### config.mk
export PLATFORM = sky130hd
export DESIGN_NAME = adcr_regs
export DESIGN_NICKNAME = d
export VERILOG_FILES = /design/src/hdl/adcr_pkg.sv /design/src/hdl/adcr_clk_div.sv /design/src/hdl/adcr_regs.sv
export VERILOG_INCLUDE_DIRS = /design/src /design/src/hdl
export SDC_FILE = /design/constraint.sdc
export NUM_CORES = 1
export LEC_CHECK = 0
export BUFFER_PORTS_ARGS = -buffer_cell sky130_fd_sc_hd__buf_2
export CORE_ASPECT_RATIO = 1.5
export CORE_MARGIN = 2
export CORE_UTILIZATION = 45
export DETAILED_ROUTE_END_ITERATION = 10
export GPL_ROUTABILITY_DRIVEN = 0
export GPL_TIMING_DRIVEN = 0
export PLACE_DENSITY = 0.69
export SLEW_MARGIN = 20
export SYNTH_ARGS = -nofsm -noshare
export SYNTH_HDL_FRONTEND = slang
export SYNTH_SLANG_ARGS = --single-unit
export TNS_END_PERCENT = 20
### constraint.sdc
create_clock -name mclk_i -period 3.05 [get_ports mclk_i]
set_input_delay 0.1525 -clock mclk_i [delete_from_list [all_inputs] [get_ports mclk_i]]
set_output_delay 0.1525 -clock mclk_i [all_outputs]
set_load 0.02 [all_outputs]
### src/hdl/adcr_defs.svh
`ifndef ADCR_DEFS_SVH
`define ADCR_DEFS_SVH

// Register offsets.
`define ADCR_ADDR_RES_LO 4'h0
`define ADCR_ADDR_RES_HI 4'h1
`define ADCR_ADDR_FLAGS 4'h2
`define ADCR_ADDR_CTRL 4'h3

// Control register fields.
`define ADCR_CTRL_FMT 5
`define ADCR_CTRL_RBM_HI 3
`define ADCR_CTRL_RBM_LO 2
`define ADCR_CTRL_DIV_HI 1
`define ADCR_CTRL_DIV_LO 0
`define ADCR_CTRL_WMASK 8'h2f

// Reset values.
`define ADCR_RST_BYTE 8'h00
`define ADCR_RST_RESULT 12'h000
`define ADCR_RST_FLAGS 6'h00

// Read-back mode codes.
`define ADCR_RBM_EXPLICIT 2'h0
`define ADCR_RBM_HIGH_FIRST 2'h1
`define ADCR_RBM_LOW_FIRST 2'h2
`define ADCR_RBM_HIGH_ONLY 2'h3

// Converter clock rising edges from start request to conversion start.
`define ADCR_START_EDGES 2'h2

`endif

### src/hdl/adcr_pkg.sv
package adcr_pkg;

  typedef enum logic [1:0] {
    ADCR_IDLE,
    ADCR_WAIT,
    ADCR_BUSY
  } adcr_state_t;

  typedef logic [7:0] adcr_byte_t;

endpackage

### src/hdl/adcr_clk_div.sv
`timescale 1ns/100ps
`default_nettype none

module adcr_clk_div (
  input wire logic mclk_i,
  input wire logic srst_i,
  input wire logic conversion_clock_in_edge_i,
  input wire logic [1:0] div_sel_i,
  output logic converter_clock_tick_o
);
  import adcr_pkg::*;

  logic [2:0] cnt_q;
  logic [2:0] cnt_d;
  logic [1:0] sel_q;
  logic [1:0] sel_d;
  logic tick_q;
  logic tick_d;
  logic [2:0] last;

  always_comb begin
    last = 3'((4'h1 << div_sel_i) - 4'h1);
    sel_d = div_sel_i;
    cnt_d = cnt_q;
    tick_d = 1'b0;
    if (sel_q != div_sel_i) begin
      // A new ratio restarts the count so the next tick obeys it.
      cnt_d = 3'h0;
    end else if (conversion_clock_in_edge_i) begin
      if (cnt_q >= last) begin
        cnt_d = 3'h0;
        tick_d = 1'b1;
      end else begin
        cnt_d = 3'(cnt_q + 3'h1);
      end
    end
  end

  always_ff @(posedge mclk_i) begin
    if (srst_i) begin
      cnt_q <= 3'h0;
      sel_q <= 2'h0;
      tick_q <= 1'b0;
    end else begin
      cnt_q <= cnt_d;
      sel_q <= sel_d;
      tick_q <= tick_d;
    end
  end

  assign converter_clock_tick_o = tick_q;

endmodule

`default_nettype wire

### src/hdl/adcr_regs.sv
`timescale 1ns/100ps
`default_nettype none
`include "adcr_defs.svh"

module adcr_regs (
  input wire logic mclk_i,
  input wire logic srst_i,
  input wire logic conversion_clock_in_i,
  input wire logic [3:0] reg_addr_i,
  input wire logic reg_wr_i,
  input wire logic [7:0] reg_wdata_i,
  output adcr_pkg::adcr_byte_t reg_rdata_o,
  input wire logic start_req_i,
  input wire logic conv_done_i,
  input wire logic [11:0] conv_result_i,
  input wire logic [5:0] comparator_i,
  input wire logic readback_ack_i,
  output logic converter_clock_o,
  output logic conv_start_o,
  output logic convert_busy_bit_o,
  output logic readback_pend_o,
  output logic [1:0] readback_len_o,
  output adcr_pkg::adcr_byte_t readback_first_o,
  output adcr_pkg::adcr_byte_t readback_second_o
);
  import adcr_pkg::*;

  // ----------------------------------------------------------------
  // Conversion clock input synchroniser and edge detect
  // ----------------------------------------------------------------
  logic [2:0] conversion_clock_in_sync_q;
  logic conversion_clock_in_edge;
  logic converter_clock_tick;
  adcr_byte_t ctrl_q;
  adcr_byte_t ctrl_d;
  logic [1:0] rbm;

  always_ff @(posedge mclk_i) begin
    if (srst_i) begin
      conversion_clock_in_sync_q <= 3'h0;
    end else begin
      conversion_clock_in_sync_q <= {conversion_clock_in_sync_q[1:0], conversion_clock_in_i};
    end
  end

  assign conversion_clock_in_edge = conversion_clock_in_sync_q[1] & ~conversion_clock_in_sync_q[2];

  adcr_clk_div u_div (
    .mclk_i(mclk_i),
    .srst_i(srst_i),
    .conversion_clock_in_edge_i(conversion_clock_in_edge),
    .div_sel_i(ctrl_q[`ADCR_CTRL_DIV_HI:`ADCR_CTRL_DIV_LO]),
    .converter_clock_tick_o(converter_clock_tick)
  );

  // ----------------------------------------------------------------
  // Control register
  // ----------------------------------------------------------------

  always_comb begin
    ctrl_d = ctrl_q;
    if (reg_wr_i && reg_addr_i == `ADCR_ADDR_CTRL) begin
      // Reserved positions are never stored.
      ctrl_d = reg_wdata_i & `ADCR_CTRL_WMASK;
    end
  end

  always_ff @(posedge mclk_i) begin
    if (srst_i) begin
      ctrl_q <= `ADCR_RST_BYTE;
    end else begin
      ctrl_q <= ctrl_d;
    end
  end

  assign rbm = ctrl_q[`ADCR_CTRL_RBM_HI:`ADCR_CTRL_RBM_LO];

  // ----------------------------------------------------------------
  // Conversion start sequencer
  // ----------------------------------------------------------------
  adcr_state_t state_q;
  adcr_state_t state_d;
  logic [1:0] edges_q;
  logic [1:0] edges_d;
  logic start_q;
  logic start_d;
  logic busy_q;
  logic busy_d;

  always_comb begin
    state_d = state_q;
    edges_d = edges_q;
    start_d = 1'b0;
    case (state_q)
      ADCR_IDLE: begin
        if (start_req_i) begin
          state_d = ADCR_WAIT;
          edges_d = 2'h0;
        end
      end
      ADCR_WAIT: begin
        if (converter_clock_tick) begin
          if (2'(edges_q + 2'h1) == `ADCR_START_EDGES) begin
            state_d = ADCR_BUSY;
            start_d = 1'b1;
          end else begin
            edges_d = 2'(edges_q + 2'h1);
          end
        end
      end
      ADCR_BUSY: begin
        if (conv_done_i) begin
          state_d = ADCR_IDLE;
        end
      end
      default: begin
        state_d = ADCR_IDLE;
      end
    endcase
    busy_d = (state_d != ADCR_IDLE);
  end

  always_ff @(posedge mclk_i) begin
    if (srst_i) begin
      state_q <= ADCR_IDLE;
      edges_q <= 2'h0;
      start_q <= 1'b0;
      busy_q <= 1'b0;
    end else begin
      state_q <= state_d;
      edges_q <= edges_d;
      start_q <= start_d;
      busy_q <= busy_d;
    end
  end

  // ----------------------------------------------------------------
  // Result capture
  // ----------------------------------------------------------------
  logic [11:0] result_q;
  logic [11:0] result_d;
  logic [5:0] flags_q;
  logic [5:0] flags_d;
  adcr_byte_t res_lo;
  adcr_byte_t res_hi;

  always_comb begin
    result_d = result_q;
    flags_d = flags_q;
    if (conv_done_i) begin
      // Result and its flags are taken in the same cycle.
      result_d = conv_result_i;
      if (ctrl_q[`ADCR_CTRL_FMT]) begin
        result_d[11] = ~conv_result_i[11];
      end
      flags_d = comparator_i;
    end
  end

  always_ff @(posedge mclk_i) begin
    if (srst_i) begin
      result_q <= `ADCR_RST_RESULT;
      flags_q <= `ADCR_RST_FLAGS;
    end else begin
      result_q <= result_d;
      flags_q <= flags_d;
    end
  end

  assign res_lo = {result_q[3:0], 3'h0, |flags_q};
  assign res_hi = result_q[11:4];

  // ----------------------------------------------------------------
  // Register read and automatic read-back
  // ----------------------------------------------------------------
  adcr_byte_t rdata_q;
  adcr_byte_t rdata_d;
  logic pend_q;
  logic pend_d;
  logic [1:0] len_q;
  logic [1:0] len_d;
  adcr_byte_t first_q;
  adcr_byte_t first_d;
  adcr_byte_t second_q;
  adcr_byte_t second_d;

  always_comb begin
    if (reg_addr_i == `ADCR_ADDR_RES_LO) begin
      rdata_d = res_lo;
    end else if (reg_addr_i == `ADCR_ADDR_RES_HI) begin
      rdata_d = res_hi;
    end else if (reg_addr_i == `ADCR_ADDR_FLAGS) begin
      rdata_d = {2'h0, flags_q};
    end else if (reg_addr_i == `ADCR_ADDR_CTRL) begin
      rdata_d = ctrl_q;
    end else begin
      rdata_d = `ADCR_RST_BYTE;
    end
  end

  // Bytes are built from the fresh capture so they match the registers.
  always_comb begin
    pend_d = pend_q;
    len_d = len_q;
    first_d = first_q;
    second_d = second_q;
    if (readback_ack_i) begin
      pend_d = 1'b0;
    end
    if (conv_done_i && rbm != `ADCR_RBM_EXPLICIT) begin
      pend_d = 1'b1;
      len_d = 2'h2;
      first_d = result_d[11:4];
      second_d = {result_d[3:0], 3'h0, |flags_d};
      if (rbm == `ADCR_RBM_LOW_FIRST) begin
        first_d = {result_d[3:0], 3'h0, |flags_d};
        second_d = result_d[11:4];
      end else if (rbm == `ADCR_RBM_HIGH_ONLY) begin
        len_d = 2'h1;
        second_d = `ADCR_RST_BYTE;
      end
    end
  end

  always_ff @(posedge mclk_i) begin
    if (srst_i) begin
      rdata_q <= `ADCR_RST_BYTE;
      pend_q <= 1'b0;
      len_q <= 2'h0;
      first_q <= `ADCR_RST_BYTE;
      second_q <= `ADCR_RST_BYTE;
    end else begin
      rdata_q <= rdata_d;
      pend_q <= pend_d;
      len_q <= len_d;
      first_q <= first_d;
      second_q <= second_d;
    end
  end

  assign reg_rdata_o = rdata_q;
  assign converter_clock_o = converter_clock_tick;
  assign conv_start_o = start_q;
  assign convert_busy_bit_o = busy_q;
  assign readback_pend_o = pend_q;
  assign readback_len_o = len_q;
  assign readback_first_o = first_q;
  assign readback_second_o = second_q;

endmodule

`default_nettype wire

-- Yosys cells after proc, flatten, opt, wreduce, memory -nomap -nowiden
Cells that the tools add are included.
- register bits after elaboration: 65
- input bits: 37
- output and inout bits: 30
- word-level logic and storage cells: 81
- add/sub/neg operators: 3
- $lt $le $gt $ge: 1
- eq/ne operators: 12
- shifts and indexed selects: 1
- multiplexer cells: 26
- bitwise logic cells: 6
- reduce and logical (&&, ||, !) cells: 15
- operators with widths (kind ; count):
    8-bit two-way mux ; 5
    2-bit two-way mux ; 9
    6-bit two-way mux ; 3
    12-bit two-way mux ; 1
    6-bit OR reduction ; 2
    2-bit == test, second input constant ; 4
    4-bit by 2-bit == test with 1-bit output, second input constant ; 2
    2-bit nonzero test ; 4
    2-bit case mux with 3 select lines ; 1
    3-bit OR reduction ; 2
    1-bit two-way mux ; 5
    1-bit inverter ; 5
    4-bit by 1-bit == test with 1-bit output, second input constant ; 1
    4-bit logical NOT ; 1
    2-bit inequality test, second input constant ; 2
    2-bit case mux with 2 select lines ; 1
    4-bit AND reduction ; 1
    2-bit OR reduction ; 2
    3-bit by 1-bit adder with 3-bit output, second input constant ; 1
    3-bit >= comparator ; 1
    3-bit two-way mux ; 1
    1-bit by 2-bit << shifter with 3-bit output, first input constant ; 1
    3-bit by 1-bit subtractor with 3-bit output, second input constant ; 1
    2-bit by 1-bit adder with 2-bit output, second input constant ; 1
    6 further kinds ; 7

-- Longest topological paths before layout
- depth in word-level cells: 6
- mapped depth: 6
- depth with buffers taken out: 6

-- Hierarchy
Synthesis repeated with hierarchy kept, for this count alone.
- cells, all modules: 293
- area total of the unflattened synthesis: 2805.2 um^2
- by module, submodules not included (module ; instances ; cells each ; area an instance (um^2) ; sequential area each (um^2)):
    adcr_regs ; 1 ; 260 ; 2476.1 ; 1181.1
    adcr_clk_div ; 1 ; 33 ; 329.1 ; 120.1

-- Worst setup path before layout
No wires, ideal clock.
- path type: register -> register
- from: register ctrl_q[0]
- to: register u_div.cnt_q[0]
- setup time: 66 ps
- data arrival time: 1667 ps
- required time: 2984 ps
- slack: 1317 ps
- cell stages (with the launch flop): 7
- path buffers: 0
- period minus slack after synthesis: 1733 ps
- cell sequence: dfxtp_1 -> or2_2 -> ha_1 -> nand2b_1 -> a31o_1 -> or3_1 -> a21oi_2
- word-level cells in the longest chain between the ends: 4
- elaborated cells between the ends (all ways): 6
- classes of those cells: add/sub: 1; order compare: 1; eq/ne: 1; shift: 1; mux: 1; reduce/logical: 1
- ends and longest elaborated chain (item ; RTL line ; source):
    from (decl) ; adcr_regs.sv:34 ; adcr_byte_t ctrl_q;
    from (signal assigned) ; adcr_regs.sv:70 ; ctrl_q <= `ADCR_RST_BYTE;
    from (signal assigned) ; adcr_regs.sv:72 ; ctrl_q <= ctrl_d;
    1-bit by 2-bit << shifter with 3-bit output ; adcr_clk_div.sv:22 ; last = 3'((4'h1 << div_sel_i) - 4'h1);
    3-bit by 1-bit subtractor with 3-bit output ; adcr_clk_div.sv:22 ;
    3-bit >= comparator ; adcr_clk_div.sv:30 ; if (cnt_q >= last) begin
    3-bit two-way mux ; adcr_clk_div.sv:30 ;
    to (signal assigned) ; adcr_clk_div.sv:45 ; cnt_q <= cnt_d;
    to (decl) ; adcr_clk_div.sv:13 ; logic [2:0] cnt_q;
Parallel ways exist; a longest one is shown, timed or not.
A chain may end at the register's enable or synchronous reset.

-- Worst setup path after layout
Same ends and word-level chain as after synthesis.

==> summary.md <==
| Metric | Value |
|---|---|
| Insertion delay of the later-clocked pin in the worst-skew pair | `0.34 ns` |
| Critical hold path startpoint | `srst_i` |
| Row cnt | `34` |
| P_sw | `407 uW` |
| Area contributors post-synth | `dfxtp_1 48%, mux2i_1 11%, nor2_1 7.8%` |
| Share of layout cells above drive strength 1 | `0.287` |
| GRT Overall Usage | `0.209` |
| Worst-margin pin slew | `about 0.54 ns` |
| Vias in the first global route | `between 2k and 2.5k` |
| LEAKAGE | `0.00151 uW` |
| GRT met2 Usage | `0.355` |
| GRT overflow | `0` |
| Via density per instance | `5.22` |
| Worst Hold End | `u_div.sel_q[0]` |
| Detailed Route Iter0 Violations | `84` |
| Min-Delay Path Class | `primary input to flip-flop` |
| Count leader, synth | `dfxtp_1` |
| Post-synth top cells | `65 x dfxtp_1, 56 x nor2_1, 29 x mux2i_1` |
| Clock slew at reported path FFs | `about 0.070 ns` |
| GR peak layer | `met2` |
| Power share of the clock group | `0.434` |
| Final hold vios | `0` |
| CP required | `roughly 3.3 ns` |
| Fmax | `about 550 MHz` |
| Final Util | `0.575` |
| Final Skew | `between 0.006 and 0.007 ns` |
| R2R depth | `6` |
| Core area | `slightly below 0.006 mm2` |
| Nets | `392` |
| Die area | `between 0.006 and 0.007 mm2` |
| Area of the multi-input gates | `0.00127 mm2` |
| Fill cells | `~580` |
| Reg power frac | `0.484` |
| Comb pwr share | `0.082` |
| Synth warn | `0` |
| Period Utilization, post-route | `0.598` |
| Largest net degree at the start of global routing | `11` |
| Post-CTS Setup Inserts | `0` |
| R2R setup slack | `1.23 ns` |
| Post-Syn Instances | `approximately 280` |
| Drt first pass iters | `4` |
| Number of max-cap violations | `0` |
| CTS buffer count | `9` |
| Ant. Diodes | `0` |
| Routed Antenna Nets | `0` |
| Die width | `a little under 70 um` |
| Final hold slack | `about 0.027 ns` |
| H-tree depth | `3` |
| Startpoint Class | `flip-flop` |
| Boundary Pins | `67` |
| Hold Buf Count CTS | `0` |
| FF+latch area | `~0.0013 mm2` |
| Leading area contributor after synthesis | `dfxtp_1` |
| Asr flop ratio synth | `0` |
| Setup TNS | `0 ns` |
| CTS max path bufs | `2` |
| Critical path class | `flip-flop to flip-flop` |
| Starting Density | `0.467` |
| CTS Sinks | `between 60 and 70` |
| Distinct cells, synth | `45` |
| Status | `finished clean` |
| Post-Layout Cell Count | `roughly 430` |
| Placed cells | `411` |
| HPWL after DPL | `roughly 4800 um` |
| Critical path endpoint category | `flip-flop` |
| Max-slew violations | `0` |
| Vias | `about 2.2k` |
| Setup violators final | `0` |
| Detailed-route wire length per cell | `14.7 um` |
| M1 GR Usage | `0.238` |
| CP arrival | `approximately 2.1 ns` |
| VDD IR max | `0.366 mV` |
| Syn_nets | `320` |
| RSZ-0062 raised after global routing | `no` |
| Root buf cell | `clkbuf_8` |
| Remaining DRCs | `0` |
| Internal | `between 1000 and 1500 uW` |
| Area grow syn2layout | `23.0%` |
| Hold Path Cell Cnt | `2` |
| Initial antenna violation count | `0` |
| Cts repair resizes | `0` |
| Synth top area share | `0.481` |
| GRT met3 Usage | `0.0445` |
| Pwr/cell area | `551 mW/mm2` |
| Routed WL | `approximately 6300 um` |
| Synthesized area | `approximately 0.0027 mm2` |
| Post-synth EDFFs | `0` |
| PortBufs | `61` |
| Synthesized flop and latch total | `65` |
| CTS tree | `yes` |
| Critical R2R Capture | `u_div.cnt_q[0]` |
| Top FF cell, synth | `dfxtp_1` |
| First-pass GRT wire length | `roughly 10,000 um` |
| Critical R2R Launch | `ctrl_q[0]` |
| CP max FO | `6` |
| Sw frac | `0.222` |
| Slew HR | `0.641` |
| Minimum clock period | `between 1.5 and 2 ns` |
| Seq/Total Area, Yosys | `0.481` |
| Die H | `98.9 um` |
| Syn Area/Cell | `approximately 10 um2` |
-- power by group through the flow --
| stage | sequential (uW) | combinational (uW) | clock, uW |
|---|---|---|---|
| 2_1_floorplan | 909 | 87.9 | 0 |
| 3_3_place_gp | 906 | 148 | 0 |
| 3_5_place_dp | 907 | 150 | 0 |
| 4_1_cts | 888 | 151 | 807 |
| 5_1_grt | 890 | 164 | 842 |
| 6_report | 888 | 150 | 796 |
-- routing by layer --
metal	up-vias	part of all wire
met5	-	0
met4	0	0.014
met3	9	0.057
met2	64	0.53
met1	1036	0.40
li1	1122	-
-- per-stage QoR --
stage                     cell area (um2)  total power [uW]  setup WS (ns)
final                                3320              1830           1.23
after global routing                 3320              1900           1.11
after CTS                            3320              1850           1.21
after detailed placement             3100              1060           1.24
after global placement               3100              1050           1.25
after floorplan                      2700               997           1.32
-- critical path: stages, from the launching register on --
cell and delay, ns:
dfxtp_1 0.36, or2_2 0.31, ha_1 0.26, nand2b_1 0.15, a31o_1 0.24, or3_1 0.32, a21oi_2 0.12
-- how the worst max path moves through the flow --
| stage | cells after the start | from | endpoint |
|---|---|---|---|
| 4_1_cts | 6 | ctrl_q[0] | u_div.cnt_q[0] |
| 3_3_place_gp | 6 | ctrl_q[0] | u_div.cnt_q[0] |
| 5_1_grt | 6 | ctrl_q[0] | u_div.cnt_q[0] |
| 6_report | 6 | ctrl_q[0] | u_div.cnt_q[0] |
| 2_1_floorplan | 6 | ctrl_q[0] | u_div.cnt_q[0] |
| 3_5_place_dp | 6 | ctrl_q[0] | u_div.cnt_q[0] |
-- area by class of cell --
cell class                 count  share of cell area
buffer                        18              0.0316
clock buffer                  15              0.0591
clock inverter                 1             0.00903
inverter                       6             0.00677
multi-input combinational    189               0.383
sequential                    65               0.391
tap                           72              0.0271
timing repair buffer          61              0.0918
-- logic make-up after synthesis --
logic type	count (synthesis)	share of synthesized area
AND/OR/NAND/NOR	97	0.171
flip-flops	65	0.481
AO/OA/AOI/OAI	51	0.139
multiplexers	33	0.128
buffers and inverters	24	0.0472
adder cells (fa/ha/maj)	5	0.0231
XOR/XNOR	3	0.00972
-- placed cells by master (no fill, tap or decap), types with 7 or more instances in the layout --
| cell | Yosys | routed |
|---|---|---|
| buf_2 | 9 | 70 |
| nor2_1 | 56 | 56 |
| clkbuf_8 | 0 | 14 |
| mux2i_1 | 29 | 29 |
| dfxtp_1 | 65 | 65 |
| nand2_1 | 9 | 9 |
| nor2b_1 | 8 | 8 |
| a32oi_1 | 7 | 7 |
| a21oi_1 | 10 | 10 |
-- state kept, by name, indices dropped and copies added, names as in the netlist, 2 cells and up --
name                        cells
u_div.cnt_q                     3
u_div.sel_q                     2
ctrl_q                          5
edges_q                         2
state_q                         2
readback_len_o                  2
flags_q                         6
reg_rdata_o                     8
conversion_clock_in_sync_q      3
readback_first_o                8
readback_second_o               8
result_q                       12
Power figures use the tool's default switching activity.
